## src/verilog/smoe_pkg.sv

```systemverilog
`default_nettype none
package smoe_pkg;
  // tri-level strap coding on each two-bit strap input
  localparam logic [1:0] STRAP_LOW  = 2'h0;
  localparam logic [1:0] STRAP_MID  = 2'h1;
  localparam logic [1:0] STRAP_HIGH = 2'h2;

  // address bytes with the direction bit cleared; rows by upper strap
  localparam logic [7:0] ADDR_LL = 8'hD2;
  localparam logic [7:0] ADDR_LM = 8'hD4;
  localparam logic [7:0] ADDR_LH = 8'hD6;
  localparam logic [7:0] ADDR_ML = 8'hB2;
  localparam logic [7:0] ADDR_MM = 8'hB4;
  localparam logic [7:0] ADDR_MH = 8'hB6;
  localparam logic [7:0] ADDR_HL = 8'hBA;
  localparam logic [7:0] ADDR_HM = 8'hBC;
  localparam logic [7:0] ADDR_HH = 8'hBE;

  // register indices
  localparam logic [7:0] IDX_FAST = 8'h00;
  localparam logic [7:0] IDX_SEL  = 8'h01;
  localparam logic [7:0] IDX_SLOW = 8'h02;

  // reset values
  localparam logic [7:0] FAST_RST = 8'hFF;
  localparam logic [7:0] SEL_RST  = 8'hFF;
  localparam logic [7:0] SLOW_RST = 8'h0F;

  // index 2 field positions and writable mask
  localparam int         FREQ_CHOICE_BIT = 7;
  localparam int         FREQ_SOURCE_BIT = 6;
  localparam int         FREQ_RB_BIT     = 5;
  localparam logic [7:0] SLOW_WR_MASK    = 8'hCF;

  // output enable field positions inside the registers
  localparam int         FAST_EN_MSB     = 6;
  localparam int         SEL8_EN_BIT     = 7;
  localparam int         SLOW_EN_MSB     = 2;
  localparam int         PFT_EN_BIT      = 3;

  // byte count returned first in a block read: registers in this block
  localparam logic [7:0] READ_COUNT = 8'h03;

  localparam logic [3:0] BITS_PER_BYTE = 4'h8;
  localparam logic [3:0] LAST_BIT      = 4'h7;

  // receive phases
  localparam logic [1:0] PH_ADDR = 2'h0;
  localparam logic [1:0] PH_CMD  = 2'h1;
  localparam logic [1:0] PH_CNT  = 2'h2;
  localparam logic [1:0] PH_DATA = 2'h3;

  typedef enum logic [4:0] {
    ST_IDLE  = 5'h01,
    ST_RX    = 5'h02,
    ST_RXACK = 5'h04,
    ST_TX    = 5'h08,
    ST_TXACK = 5'h10
  } smoe_state_t;

  typedef struct packed {
    logic scl;
    logic sda;
  } smoe_line_t;

  typedef struct packed {
    logic [1:0] upper;
    logic [1:0] lower;
  } smoe_strap_t;
endpackage
`default_nettype wire

```

## src/verilog/smoe_top.sv

```systemverilog
`timescale 1ns/1ps
`default_nettype none
module smoe_top (
  // clock and reset
  input  wire logic              clk,
  input  wire logic              rst_n,
  // bus pins
  input  wire logic              scl,
  input  wire logic              sdaIn,
  output logic                   sdaOut,
  output logic                   sdaOe,
  // straps and sideband pins
  input  wire smoe_pkg::smoe_strap_t straps,
  input  wire logic              powerGoodInput,
  input  wire logic              groupFreqSelectPin,
  // output enables
  output logic [6:0]             fixedFastClockEnable,
  output logic [8:0]             selectableClockEnable,
  output logic [2:0]             fixedSlowClockEnable,
  output logic                   platformTimeOutputEnable,
  output logic                   selectableGroupFreq25
);
  smoe_pkg::smoe_line_t  lineS1_r, lineS2_r, linePrev_r;
  smoe_pkg::smoe_strap_t strapS1_r, strapS2_r;
  logic pgS1_r, pgS2_r, pgPrev_r, pinS1_r, pinS2_r;
  logic sdaLow_r;

  smoe_pkg::smoe_state_t state_r, state_nxt;
  logic [1:0] phase_r, phase_nxt;
  logic [3:0] bitCnt_r, bitCnt_nxt;
  logic [7:0] shift_r, shift_nxt;
  logic [7:0] index_r, index_nxt;
  logic       isRead_r, isRead_nxt;
  logic       oe_r, oe_nxt;
  logic       acked_r, acked_nxt;
  logic [7:0] regFast_r, regFast_nxt;
  logic [7:0] regSel_r, regSel_nxt;
  logic [7:0] regSlow_r, regSlow_nxt;
  logic       latchedFreq_r, latchedFreq_nxt;
  logic       groupFreq_r, groupFreq_nxt;

  logic sclRise, sclFall, startSeen, stopSeen;
  logic [7:0] ownAddr;

  function automatic logic [7:0] strapAddr(input logic [1:0] up, input logic [1:0] lo);
    logic [7:0] a;
    a = smoe_pkg::ADDR_LL;
    if (up == smoe_pkg::STRAP_LOW) begin
      a = (lo == smoe_pkg::STRAP_HIGH) ? smoe_pkg::ADDR_LH :
          (lo == smoe_pkg::STRAP_MID)  ? smoe_pkg::ADDR_LM : smoe_pkg::ADDR_LL;
    end else if (up == smoe_pkg::STRAP_MID) begin
      a = (lo == smoe_pkg::STRAP_HIGH) ? smoe_pkg::ADDR_MH :
          (lo == smoe_pkg::STRAP_MID)  ? smoe_pkg::ADDR_MM : smoe_pkg::ADDR_ML;
    end else begin
      a = (lo == smoe_pkg::STRAP_HIGH) ? smoe_pkg::ADDR_HH :
          (lo == smoe_pkg::STRAP_MID)  ? smoe_pkg::ADDR_HM : smoe_pkg::ADDR_HL;
    end
    return a;
  endfunction

  // read view; in index 2 bit 4 stays zero and bit 5 is the latched pin
  function automatic logic [7:0] readReg(input logic [7:0] idx, input logic [7:0] f,
                                         input logic [7:0] s, input logic [7:0] w,
                                         input logic rb);
    logic [7:0] v;
    v = 8'h00;
    if (idx == smoe_pkg::IDX_FAST) begin
      v = f;
    end else if (idx == smoe_pkg::IDX_SEL) begin
      v = s;
    end else if (idx == smoe_pkg::IDX_SLOW) begin
      v = w & smoe_pkg::SLOW_WR_MASK;
      v[smoe_pkg::FREQ_RB_BIT] = rb;
    end
    return v;
  endfunction

  // straps are not latched after power-up; the address follows them through the synchroniser
  always_ff @(posedge clk or negedge rst_n) begin
    if (!rst_n) begin
      lineS1_r   <= '1;
      lineS2_r   <= '1;
      linePrev_r <= '1;
      strapS1_r  <= '0;
      strapS2_r  <= '0;
      pgS1_r     <= 1'b0;
      pgS2_r     <= 1'b0;
      pgPrev_r   <= 1'b0;
      pinS1_r    <= 1'b0;
      pinS2_r    <= 1'b0;
      sdaLow_r   <= 1'b0;
    end else begin
      lineS1_r   <= '{scl: scl, sda: sdaIn};
      lineS2_r   <= lineS1_r;
      linePrev_r <= lineS2_r;
      strapS1_r  <= straps;
      strapS2_r  <= strapS1_r;
      pgS1_r     <= powerGoodInput;
      pgS2_r     <= pgS1_r;
      pgPrev_r   <= pgS2_r;
      pinS1_r    <= groupFreqSelectPin;
      pinS2_r    <= pinS1_r;
      sdaLow_r   <= 1'b0;
    end
  end

  assign sclRise   = lineS2_r.scl & ~linePrev_r.scl;
  assign sclFall   = ~lineS2_r.scl & linePrev_r.scl;
  assign startSeen = lineS2_r.scl & linePrev_r.scl & linePrev_r.sda & ~lineS2_r.sda;
  assign stopSeen  = lineS2_r.scl & linePrev_r.scl & ~linePrev_r.sda & lineS2_r.sda;
  assign ownAddr   = strapAddr(strapS2_r.upper, strapS2_r.lower);

  always_comb begin
    state_nxt       = state_r;
    phase_nxt       = phase_r;
    bitCnt_nxt      = bitCnt_r;
    shift_nxt       = shift_r;
    index_nxt       = index_r;
    isRead_nxt      = isRead_r;
    oe_nxt          = oe_r;
    acked_nxt       = acked_r;
    regFast_nxt     = regFast_r;
    regSel_nxt      = regSel_r;
    regSlow_nxt     = regSlow_r;
    latchedFreq_nxt = latchedFreq_r;
    if (pgS2_r && !pgPrev_r) begin
      latchedFreq_nxt = pinS2_r;
    end
    // start and stop override any phase; bytes already written stay
    if (startSeen) begin
      state_nxt  = smoe_pkg::ST_RX;
      phase_nxt  = smoe_pkg::PH_ADDR;
      bitCnt_nxt = '0;
      oe_nxt     = 1'b0;
    end else if (stopSeen) begin
      state_nxt = smoe_pkg::ST_IDLE;
      oe_nxt    = 1'b0;
    end else begin
      case (state_r)
        smoe_pkg::ST_RX: begin
          if (sclRise && bitCnt_r != smoe_pkg::BITS_PER_BYTE) begin
            shift_nxt  = {shift_r[6:0], lineS2_r.sda};
            bitCnt_nxt = bitCnt_r + 4'h1;
          end else if (sclFall && bitCnt_r == smoe_pkg::BITS_PER_BYTE) begin
            oe_nxt    = 1'b1;
            state_nxt = smoe_pkg::ST_RXACK;
            if (phase_r == smoe_pkg::PH_ADDR) begin
              if (shift_r[7:1] == ownAddr[7:1]) begin
                isRead_nxt = shift_r[0];
                phase_nxt  = smoe_pkg::PH_CMD;
              end else begin
                oe_nxt    = 1'b0;
                state_nxt = smoe_pkg::ST_IDLE;
              end
            end else if (phase_r == smoe_pkg::PH_CMD) begin
              index_nxt = shift_r;
              phase_nxt = smoe_pkg::PH_CNT;
            end else if (phase_r == smoe_pkg::PH_CNT) begin
              phase_nxt = smoe_pkg::PH_DATA; // count only acknowledged; stop ends it
            end else begin
              if (index_r == smoe_pkg::IDX_FAST) begin
                regFast_nxt = shift_r;
              end else if (index_r == smoe_pkg::IDX_SEL) begin
                regSel_nxt = shift_r;
              end else if (index_r == smoe_pkg::IDX_SLOW) begin
                regSlow_nxt = shift_r & smoe_pkg::SLOW_WR_MASK;
              end
              index_nxt = index_r + 8'h01;
            end
          end
        end
        smoe_pkg::ST_RXACK: begin
          if (sclFall) begin
            bitCnt_nxt = '0;
            if (isRead_r && phase_r == smoe_pkg::PH_CMD) begin
              shift_nxt = smoe_pkg::READ_COUNT;
              oe_nxt    = ~smoe_pkg::READ_COUNT[7];
              state_nxt = smoe_pkg::ST_TX;
            end else begin
              oe_nxt    = 1'b0;
              state_nxt = smoe_pkg::ST_RX;
            end
          end
        end
        smoe_pkg::ST_TX: begin
          if (sclFall) begin
            bitCnt_nxt = bitCnt_r + 4'h1;
            if (bitCnt_r == smoe_pkg::LAST_BIT) begin
              oe_nxt    = 1'b0;
              state_nxt = smoe_pkg::ST_TXACK;
            end else begin
              shift_nxt = {shift_r[6:0], 1'b0};
              oe_nxt    = ~shift_r[6];
            end
          end
        end
        smoe_pkg::ST_TXACK: begin
          if (sclRise) begin
            acked_nxt = ~lineS2_r.sda;
          end else if (sclFall) begin
            if (acked_r) begin
              shift_nxt = readReg(index_r, regFast_r, regSel_r, regSlow_r, latchedFreq_r);
              oe_nxt     = ~shift_nxt[7];
              index_nxt  = index_r + 8'h01;
              bitCnt_nxt = '0;
              state_nxt  = smoe_pkg::ST_TX;
            end else begin
              state_nxt = smoe_pkg::ST_IDLE;
            end
          end
        end
        default: begin
          oe_nxt = 1'b0;
        end
      endcase
    end
    groupFreq_nxt = regSlow_r[smoe_pkg::FREQ_SOURCE_BIT] ?
                    regSlow_r[smoe_pkg::FREQ_CHOICE_BIT] : pinS2_r;
  end

  always_ff @(posedge clk or negedge rst_n) begin
    if (!rst_n) begin
      state_r       <= smoe_pkg::ST_IDLE;
      phase_r       <= smoe_pkg::PH_ADDR;
      bitCnt_r      <= '0;
      shift_r       <= '0;
      index_r       <= '0;
      isRead_r      <= 1'b0;
      oe_r          <= 1'b0;
      acked_r       <= 1'b0;
      regFast_r     <= smoe_pkg::FAST_RST;
      regSel_r      <= smoe_pkg::SEL_RST;
      regSlow_r     <= smoe_pkg::SLOW_RST;
      latchedFreq_r <= 1'b0;
      groupFreq_r   <= 1'b0;
    end else begin
      state_r       <= state_nxt;
      phase_r       <= phase_nxt;
      bitCnt_r      <= bitCnt_nxt;
      shift_r       <= shift_nxt;
      index_r       <= index_nxt;
      isRead_r      <= isRead_nxt;
      oe_r          <= oe_nxt;
      acked_r       <= acked_nxt;
      regFast_r     <= regFast_nxt;
      regSel_r      <= regSel_nxt;
      regSlow_r     <= regSlow_nxt;
      latchedFreq_r <= latchedFreq_nxt;
      groupFreq_r   <= groupFreq_nxt;
    end
  end

  assign sdaOut                   = sdaLow_r;
  assign sdaOe                    = oe_r;
  assign fixedFastClockEnable     = regFast_r[smoe_pkg::FAST_EN_MSB:0];
  assign selectableClockEnable    = {regFast_r[smoe_pkg::SEL8_EN_BIT], regSel_r};
  assign fixedSlowClockEnable     = regSlow_r[smoe_pkg::SLOW_EN_MSB:0];
  assign platformTimeOutputEnable = regSlow_r[smoe_pkg::PFT_EN_BIT];
  assign selectableGroupFreq25    = groupFreq_r;
endmodule // smoe_top
`default_nettype wire
```

## config.mk

```make
export PLATFORM = sky130hd
export DESIGN_NAME = smoe_top
export DESIGN_NICKNAME = d
export VERILOG_FILES = /design/src/verilog/smoe_pkg.sv /design/src/verilog/smoe_top.sv
export SDC_FILE = /design/constraint.sdc
export NUM_CORES = 1
export LEC_CHECK = 0
export ABC_AREA = 1
export BUFFER_PORTS_ARGS = -buffer_cell sky130_fd_sc_hd__buf_2
export CAP_MARGIN = 20
export CORE_MARGIN = 2
export CORE_UTILIZATION = 55
export CTS_CLUSTER_SIZE = 8
export DETAILED_ROUTE_END_ITERATION = 10
export PLACE_DENSITY = 0.71
export SETUP_SLACK_MARGIN = 0.2
export SYNTH_ARGS = -nofsm -noshare
export SYNTH_HDL_FRONTEND = slang
export SYNTH_SLANG_ARGS = --single-unit
```

## constraint.sdc

```tcl
create_clock -name clk -period 1.7 [get_ports clk]
set_input_delay 0.085 -clock clk [delete_from_list [all_inputs] [get_ports clk]]
set_output_delay 0.085 -clock clk [all_outputs]
set_load 0.05 [all_outputs]
```

==> results.sh, run 1 <==
export IMPL_final_common_cell="nand2_1"
export IMPL_cts_sinks=73
export IMPL_cp_startpoint="state_r[3]"
export IMPL_grt_usage=0.274
export IMPL_drive_gt1_frac=0.406
export IMPL_r2r_start="state_r[3]"
export IMPL_grt_pass1_vias=3672
export IMPL_drt_iter0_markers=281
export IMPL_antenna_found_initial=0
export IMPL_cpPeakStageDelay_ns=0.44
export IMPL_initial_core_util=0.563
export IMPL_drtAntennaViolNets=0
export IMPL_cp_arrival_ns=2.00
export IMPL_die_h_um=89.7
export IMPL_path_buf_inv=2
export IMPL_cap_violations=0
export IMPL_mostFrequentLayoutCells="nand2_1, buf_4, dfrtp_1"
export IMPL_finClkSkew_ns=0.0137
export IMPL_die_area_sq_um=8050
export IMPL_fin_crit_sh=1.02
export IMPL_yosysWarnings=0
export IMPL_numPortBuffers=31
export IMPL_postLayoutCoreUtil=0.764
export IMPL_worst_path_max_delay_cell="dfrtp_2"
export IMPL_yosys_register_bits=73
export IMPL_via_per_inst=5.36
export IMPL_crit_end="shift_r[5]"
export IMPL_status="finished with violations"
export IMPL_crit_family="simple AND/OR/NAND/NOR gates"
export IMPL_p_leak_nw=2.72
export IMPL_synth_cells=512
export IMPL_die_x_um=89.7
export IMPL_powerDensity_nw_per_um2=1030
export IMPL_cts_path_max_buffers=2
export IMPL_critPathKind="register to register"
export IMPL_dp_hpwl_mm=7.11
export IMPL_numCtsBuffers=9
export IMPL_routed_via_count=3858
export IMPL_gp_congestion=0.939
export IMPL_grt_pass1_wl_mm=17.5
export IMPL_setup_viol=7
export IMPL_synth_fp_nets=534
export IMPL_cts_max_level=3
export IMPL_synth_avg_cell_area_sq_um=7.89
export IMPL_clock_latency_ns=0.37
export IMPL_yosys_cell_types_count=34
export IMPL_num_rows=31
export IMPL_wirelength_mm=11.2
export IMPL_wire_per_inst_um=15.6
export IMPL_end_kind="register"
export IMPL_finalCriticalPeriod_ns=1.73
export IMPL_tritoncts="built"
export IMPL_fmaxAchievable_mhz=577
export IMPL_worstSetupPathDepth=11
export IMPL_grt_max_degree=74
export IMPL_place_ws_ns=-0.0144
export IMPL_ios=33
export IMPL_holdCritPathClass="primary input to asynchronous set/reset pin"
export IMPL_hold_violations=0
export IMPL_root_buffer="clkbuf_8"
export IMPL_grt_setup_unrepaired="yes"
export IMPL_synth_area_sq_um=4040
export IMPL_antenna_diode_count=0
export IMPL_p_total_mw=5.66
export IMPL_required_ns=1.96
export IMPL_r2r_end="shift_r[5]"
export IMPL_seq_area_frac_synth=0.461
export IMPL_syn_to_final_growth_pct=35.7
export IMPL_final_max_slew_viol_count=0
export IMPL_reg2regPathDepth=11
export IMPL_layout_nets=638
export IMPL_drcViolationCount=0
export IMPL_crit_path_cell_trace="buf_4 -> nor2_1 -> nand3_1 -> nand2_1 -> nand2_2 -> nand2_1 -> nor2_4 -> nand2_4 -> inv_4 -> nand2_1 -> nand2_1"
export IMPL_crit_path_start_kind="register"
export IMPL_n_fill_cell=512
export IMPL_worst_hold_slack_ns=0.278
export IMPL_core_area_sq_um=7180
export IMPL_vdd_drop_max_mv=0.760
export IMPL_reg2reg_slack_ns=-0.03
export IMPL_path_clk_slew_ns=0.09
export IMPL_setup_slack_ns=-0.0329
export IMPL_grt_overflow_total=0
export IMPL_firstDrtPassIters=5
export IMPL_crit_top_cell="nand2_1"
export IMPL_cp_max_fo=9
export IMPL_violations="negative setup slack"
==> flip-flops by register name, summed over array words and instances, names as in the netlist, 4 cells and up <==
register   count
shift_r        8
strapS2_r      4
state_r        5
bitCnt_r       4
regSel_r       8
index_r        8
regFast_r      8
strapS1_r      4
regSlow_r      6
==> layer usage <==
metal / share of wire / GRT usage / up-vias / wire length, um
met1: 0.40 / 0.346 / 1798 / 4430
met5: 0 / 0 / - / 0
met3: 0.074 / 0.0679 / 38 / 827
met2: 0.50 / 0.465 / 179 / 5620
li1: - / - / 1843 / -
met4: 0.029 / 0.0897 / 0 / 329
==> kinds of logic after synthesis <==
group           count (synthesis)  synth area share
buf+inv                        64            0.0691
xor+xnor                        6            0.0130
other cells                     1          0.000928
simple gates                  293             0.332
flops                          73             0.461
compound gates                 63            0.0870
fa+ha+maj                      12            0.0372
==> stage by stage <==
| stage | TNS (ns) | std cells | area [sq um] |
|---|---|---|---|
| after floorplan | 0 | 512 | 4100 |
| after global placement | 0 | 664 | 4560 |
| after detailed placement | -0.103 | 664 | 4560 |
| after CTS | 0 | 712 | 5250 |
| after global routing | -3.03 | 720 | 5480 |
| final | -0.0846 | 720 | 5480 |
==> cells in the mapped netlist <==
library cell,instances,area share
ha_1,12,0.037
nor2_2,4,0.0062
xnor2_1,2,0.0043
buf_6,2,0.0056
a21oi_1,10,0.012
nand3b_1,2,0.0037
or2_2,1,0.0015
buf_2,2,0.0025
a31oi_1,1,0.0015
o21ai_2,9,0.020
xor2_1,4,0.0087
o21ai_0,29,0.036
nand3_1,38,0.047
nand2_1,175,0.16
nor3_1,5,0.0062
nor2_8,1,0.0050
o22ai_1,1,0.0015
nand4_1,5,0.0077
inv_2,7,0.0065
nor2_4,7,0.020
o21ai_1,13,0.016
nor3b_1,1,0.0019
nand2_2,8,0.012
dfstp_2,27,0.18
buf_4,5,0.0093
nor2_1,39,0.036
inv_1,47,0.044
nand2_4,1,0.0028
conb_1,1,0.00093
or2_0,1,0.0015
inv_4,1,0.0015
nand3_2,3,0.0074
dfrtp_1,46,0.28
nand4_4,2,0.011
==> worst min path at each step <==
stage	from	end	slack, ns	cells after the start
finish	rst_n	latchedFreq_r	0.28	3
global route	rst_n	latchedFreq_r	0.32	3
CTS	rst_n	latchedFreq_r	0.28	3
detailed placement	rst_n	latchedFreq_r	0.15	2
global placement	rst_n	selectableGroupFreq25	0.14	2
floorplan	rst_n	acked_r	-0.21	0
==> power by group <==
part           internal [mW]  switching, mW  total (mW)
logic                  0.816           1.22        2.04
clock network          0.738          0.753        1.49
registers               1.92          0.208        2.13
total                   3.48           2.18        5.66
==> worst min-delay path: stages <==
cell	delay [ns]
dlygate4sd3_1	0.53
buf_2	0.13
buf_12	0.33
==> area by class of cell <==
type	instances	area [sq um]	area share
clock buffer	10	138	0.0251
clock inverter	6	73.8	0.0135
inverter	55	219	0.0399
multi-input combinational	376	2260	0.412
sequential	73	1860	0.340
tap	99	124	0.0226
timing repair buffer	101	808	0.147
==> timing repair <==
item                       CTS  global route
hold buffers                 9             0
gates resized for setup     52            46
hold endpoints to repair    54             0
gates cloned                 1             1
setup buffers               22             7
setup endpoints to repair   51            52
pin swaps                   28            31
Power figures use the tool's default switching activity.
==> run 2: changes to the inputs <==
--- a/config.mk
+++ b/config.mk
@@ -14,6 +14,7 @@
 export DETAILED_ROUTE_END_ITERATION = 10
 export PLACE_DENSITY = 0.71
 export SETUP_SLACK_MARGIN = 0.2
+export SKIP_CTS_REPAIR_TIMING = 1
 export SYNTH_ARGS = -nofsm -noshare
 export SYNTH_HDL_FRONTEND = slang
 export SYNTH_SLANG_ARGS = --single-unit
==> run 2 against run 1 <==
  * The flow still finishes with violations (negative setup slack)
  * Core utilization decreased by 0.52 points
  * Maximum frequency decreased by 0.53%
  * Via count decreased by 1.3%
  * Critical endpoint is now index_r[3]
  * Highest routed layer unchanged
  * Global-route usage decreased by 2.6 points
  * Routed wire length decreased by 3.4%
  * Setup slack got worse by 0.0093 ns
  * Die area unchanged
  * Flip-flop and latch count unchanged
  * Critical path type unchanged
  * Critical path depth decreased by 1
==> results.sh, run 2 (synthesis results as in run 1) <==
export IMPL_status="finished with violations"
export IMPL_violations="negative setup slack"
export IMPL_cp_arrival_ns=2.04
export IMPL_vdd_drop_max_mv=0.661
export IMPL_worstSetupPathDepth=10
export IMPL_dp_cells=664
export IMPL_ios=33
export IMPL_hold_violations=0
export IMPL_crit_path_cell_trace="inv_2 -> nor2_4 -> buf_4 -> nand2_4 -> nand2_2 -> nand2_2 -> nor2_4 -> clkbuf_16 -> nand2_1 -> o21ai_1"
export IMPL_required_ns=2.00
export IMPL_firstDrtPassIters=5
export IMPL_end_kind="register"
export IMPL_cap_violations=0
export IMPL_routed_via_count=3808
export IMPL_holdCritPathClass="primary input to asynchronous set/reset pin"
export IMPL_numPortBuffers=31
export IMPL_syn_to_final_growth_pct=34.8
export IMPL_critPathKind="register to register"
export IMPL_postLayoutCoreUtil=0.759
export IMPL_p_leak_nw=2.72
export IMPL_cp_max_fo=5
export IMPL_drtAntennaViolNets=0
export IMPL_drcViolationCount=0
export IMPL_root_buffer="clkbuf_8"
export IMPL_finClkSkew_ns=0.0146
export IMPL_grt_pass1_wl_mm=15.9
export IMPL_die_x_um=89.7
export IMPL_cts_max_level=3
export IMPL_numCtsBuffers=9
export IMPL_wire_per_inst_um=15.1
export IMPL_cts_sinks=73
export IMPL_dp_hpwl_mm=7.11
export IMPL_grt_max_degree=74
export IMPL_worst_path_max_delay_cell="dfstp_2"
export IMPL_drive_gt1_frac=0.401
export IMPL_cp_startpoint="linePrev_r[1]"
export IMPL_grt_usage=0.248
export IMPL_antenna_found_initial=0
export IMPL_core_area_sq_um=7180
export IMPL_clock_latency_ns=0.37
export IMPL_fin_crit_sh=1.02
export IMPL_mostFrequentLayoutCells="nand2_1, buf_4, dfrtp_1"
export IMPL_wirelength_mm=10.8
export IMPL_cpPeakStageDelay_ns=0.56
export IMPL_num_rows=31
export IMPL_gp_congestion=0.939
export IMPL_setup_viol=7
export IMPL_reg2regPathDepth=10
export IMPL_fmaxAchievable_mhz=574
export IMPL_final_common_cell="nand2_1"
export IMPL_initial_core_util=0.563
export IMPL_die_h_um=89.7
export IMPL_crit_path_start_kind="register"
export IMPL_fin_cells=718
export IMPL_crit_family="simple AND/OR/NAND/NOR gates"
export IMPL_grt_pass1_vias=3330
export IMPL_drt_iter0_markers=265
export IMPL_path_clk_slew_ns=0.09
export IMPL_antenna_diode_count=0
export IMPL_die_area_sq_um=8050
export IMPL_powerDensity_nw_per_um2=1050
export IMPL_grt_overflow_total=0
export IMPL_r2r_start="linePrev_r[1]"
export IMPL_via_per_inst=5.30
export IMPL_final_max_slew_viol_count=0
export IMPL_layout_nets=636
export IMPL_setup_slack_ns=-0.0422
export IMPL_path_buf_inv=3
export IMPL_n_fill_cell=501
export IMPL_tritoncts="built"
export IMPL_finalCriticalPeriod_ns=1.74
export IMPL_grt_setup_unrepaired="yes"
export IMPL_cts_path_max_buffers=2
[run 2: cell count changes in the layout (fill, tap and decap cells not counted), moves of 3 or more]
cell and change:
ha_4 +3, buf_6 -6, o21ai_0 -4, o21ai_1 +6, buf_4 +4
[run 2: final timing paths]
path | endpoint | slack [ns]
max reg2reg | index_r[3] | -0.04
max | index_r[3] | -0.04
min reg2reg | strapS2_r[1] | 0.35
max in group asynchronous | state_r[0] | 1.07
min | latchedFreq_r | 0.28
min in group clk | lineS1_r[0] | 0.35
[run 2: metrics by stage]
step | cell area, sq um | setup TNS [ns] | power (mW) | setup slack (ns) | hold slack (ns)
floorplan | 4100 | 0 | 3.14 | 0.147 | -0.211
global placement | 4560 | 0 | 3.67 | 0.0287 | 0.138
detailed placement | 4560 | -0.103 | 3.70 | -0.0144 | 0.145
CTS | 4770 | -0.691 | 5.19 | -0.0545 | -0.253
global route | 5450 | -1.87 | 6.02 | -0.127 | 0.319
finish | 5450 | -0.134 | 5.71 | -0.0422 | 0.277
[run 2: layout make-up]
| cell class | count | area (sq um) | area share |
|---|---|---|---|
| Multi-Input combinational cell | 376 | 2270 | 0.417 |
| Sequential cell | 73 | 1870 | 0.343 |
| Timing Repair Buffer | 98 | 751 | 0.138 |
| Inverter | 55 | 216 | 0.0397 |
| Clock buffer | 10 | 138 | 0.0253 |
| Tap cell | 99 | 124 | 0.0227 |
| Clock inverter | 6 | 73.8 | 0.0136 |
| Timing Repair inverter | 1 | 6.26 | 0.00115 |
[run 2: worst reg2reg max path: stages, from the launching register on]
cell and delay [ns]:
dfstp_2 0.56, inv_2 0.06, nor2_4 0.11, buf_4 0.14
nand2_4 0.07, nand2_2 0.11, nand2_2 0.07, nor2_4 0.24
clkbuf_16 0.20, nand2_1 0.04, o21ai_1 0.06
[run 2: per-layer routing]
metal,track usage,share of wire,vias to the layer above
li1,-,-,1833
met1,0.324,0.42,1811
met2,0.415,0.51,137
met3,0.0578,0.058,27
met4,0.0744,0.021,0
met5,0,0,-
[run 2: report_power, final]
group	total (mW)	internal, mW	switching, mW	leakage, nW
Combinational	2.07	0.843	1.23	1.75
Sequential	2.15	1.92	0.230	0.870
Clock	1.48	0.738	0.746	0.101
Total	5.71	3.50	2.21	2.72
==> run 3: changes to the inputs <==
--- a/config.mk
+++ b/config.mk
@@ -8,11 +8,12 @@
 export ABC_AREA = 1
 export BUFFER_PORTS_ARGS = -buffer_cell sky130_fd_sc_hd__buf_2
 export CAP_MARGIN = 20
-export CORE_MARGIN = 2
+export CORE_MARGIN = 5
 export CORE_UTILIZATION = 55
+export CTS_BUF_LIST = sky130_fd_sc_hd__clkbuf_16
 export CTS_CLUSTER_SIZE = 8
 export DETAILED_ROUTE_END_ITERATION = 10
-export PLACE_DENSITY = 0.71
+export PLACE_DENSITY = 0.74
 export SETUP_SLACK_MARGIN = 0.2
 export SKIP_CTS_REPAIR_TIMING = 1
 export SYNTH_ARGS = -nofsm -noshare
==> run 3 against run 2 <==
  * The flow still finishes with violations (negative setup slack)
  * Combinational power barely moved
  * Cell area rose by 3.9%
  * Via count rose by 4.6%
  * Global-route usage fell by 0.71 points
  * Non-clock buffer count rose by 2
==> results.sh, run 3 (synthesis results as in run 1) <==
export IMPL_status="finished with violations"
export IMPL_violations="negative setup slack"
export IMPL_hold_violations=0
export IMPL_worst_path_max_delay_cell="dfrtp_2"
export IMPL_grt_overflow_total=0
export IMPL_multi_input_area_sq_um=2330
export IMPL_fin_crit_sh=1.01
export IMPL_syn_to_final_growth_pct=40.0
export IMPL_routed_via_count=3984
export IMPL_ios=33
export IMPL_dp_cells=667
export IMPL_tritoncts="built"
export IMPL_fmaxAchievable_mhz=582
export IMPL_numPortBuffers=31
export IMPL_finClkSkew_ns=0.00731
export IMPL_setup_slack_ns=-0.0171
export IMPL_cap_violations=0
export IMPL_num_rows=31
export IMPL_cp_max_fo=8
export IMPL_grt_pass1_vias=3603
export IMPL_worst_pin_slew_ns=0.594
export IMPL_powerDensity_nw_per_um2=1110
export IMPL_final_max_slew_viol_count=0
export IMPL_wirelength_mm=11.9
export IMPL_die_area_sq_um=9160
export IMPL_root_buffer="clkbuf_16"
export IMPL_wire_per_inst_um=16.5
export IMPL_cts_max_level=3
export IMPL_required_ns=1.93
export IMPL_die_h_um=95.7
export IMPL_cpPeakStageDelay_ns=0.45
export IMPL_fin_cells=721
export IMPL_cts_sinks=73
export IMPL_fin_tns_setup_ns=-0.0328
export IMPL_gp_congestion=0.909
export IMPL_grt_usage=0.241
export IMPL_holdCritPathClass="primary input to asynchronous set/reset pin"
export IMPL_grt_setup_unrepaired="yes"
export IMPL_grt_pass1_wl_mm=16.9
export IMPL_p_leak_nw=2.79
export IMPL_cts_path_max_buffers=2
export IMPL_initial_core_util=0.560
export IMPL_clock_latency_ns=0.34
export IMPL_path_clk_slew_ns=0.06
export IMPL_layout_nets=639
export IMPL_cp_arrival_ns=1.95
export IMPL_via_per_inst=5.53
export IMPL_drcViolationCount=0
export IMPL_crit_top_cell="nor2_4"
export IMPL_die_x_um=95.7
export IMPL_drtAntennaViolNets=0
export IMPL_critPathKind="register to register"
export IMPL_mostFrequentLayoutCells="nand2_1, buf_4, dfrtp_1"
export IMPL_slew_headroom=0.604
export IMPL_crit_path_cell_trace="nor2_4 -> nand2_2 -> nor2_4 -> o21ai_4 -> o21ai_2 -> nor2_4 -> buf_4 -> nand3_1 -> nand2_1"
export IMPL_end_kind="register"
export IMPL_firstDrtPassIters=5
export IMPL_crit_path_start_kind="register"
export IMPL_regArea_sq_um=1870
export IMPL_drive_gt1_frac=0.429
export IMPL_n_fill_cell=483
export IMPL_grt_max_degree=30
export IMPL_setup_viol=2
export IMPL_dp_hpwl_mm=7.39
export IMPL_drt_iter0_markers=264
export IMPL_core_area_sq_um=7210
export IMPL_place_ws_ns=-0.0183
export IMPL_finalCriticalPeriod_ns=1.72
export IMPL_final_common_cell="nand2_1"
export IMPL_antenna_found_initial=0
export IMPL_numCtsBuffers=9
export IMPL_antenna_diode_count=0
export IMPL_vdd_drop_max_mv=0.639
-- run 3: final cells by class --
type	count	share of cell area
clock inverter	6	0.0128
multi-input combinational	377	0.412
inverter	55	0.0392
timing repair inverter	1	0.00111
clock buffer	10	0.0442
timing repair buffer	100	0.138
sequential	73	0.330
tap	99	0.0219
-- run 3: final timing paths --
path	startpoint	to	slack [ns]	depth (start not counted)
setup reg to reg	state_r[1]	bitCnt_r[1]	-0.02	9
setup / recovery	state_r[1]	bitCnt_r[1]	-0.02	9
min in group clk	strapS1_r[0]	strapS2_r[0]	0.35	0
max in group asynchronous	rst_n	regSlow_r[3]	0.73	3
hold / removal	rst_n	shift_r[6]	0.28	2
hold reg to reg	strapS1_r[0]	strapS2_r[0]	0.35	0
-- run 3: metal layers --
| metal | GRT usage | up-vias | share of wire |
|---|---|---|---|
| met2 | 0.413 | 190 | 0.50 |
| li1 | - | 1843 | - |
| met3 | 0.0579 | 55 | 0.074 |
| met1 | 0.285 | 1896 | 0.38 |
| met4 | 0.111 | 0 | 0.042 |
| met5 | 0 | - | 0 |
-- run 3: metrics by stage --
| step | hold WS (ns) | power [mW] | util | instance area [sq um] |
|---|---|---|---|---|
| after floorplan | -0.211 | 3.14 | - | 4100 |
| after global placement | 0.105 | 3.64 | 0.635 | 4580 |
| after detailed placement | 0.119 | 3.70 | 0.635 | 4580 |
| after CTS | -0.242 | 5.75 | 0.680 | 4910 |
| after global routing | 0.333 | 6.57 | 0.784 | 5660 |
| final | 0.284 | 6.28 | 0.784 | 5660 |
-- run 3: critical path: cells and delay by family (launching register included) --
kind	cells	cell delay, ns
AND/OR/NAND/NOR	6	0.72
flip-flops	1	0.45
AO/OA/AOI/OAI	2	0.30
buffers and inverters	1	0.13
-- run 3: report_power, final --
group	internal (mW)	total (mW)	switching [mW]
Combinational	0.842	2.08	1.24
Clock	1.24	2.04	0.800
Sequential	1.93	2.15	0.224
Total	4.01	6.28	2.26
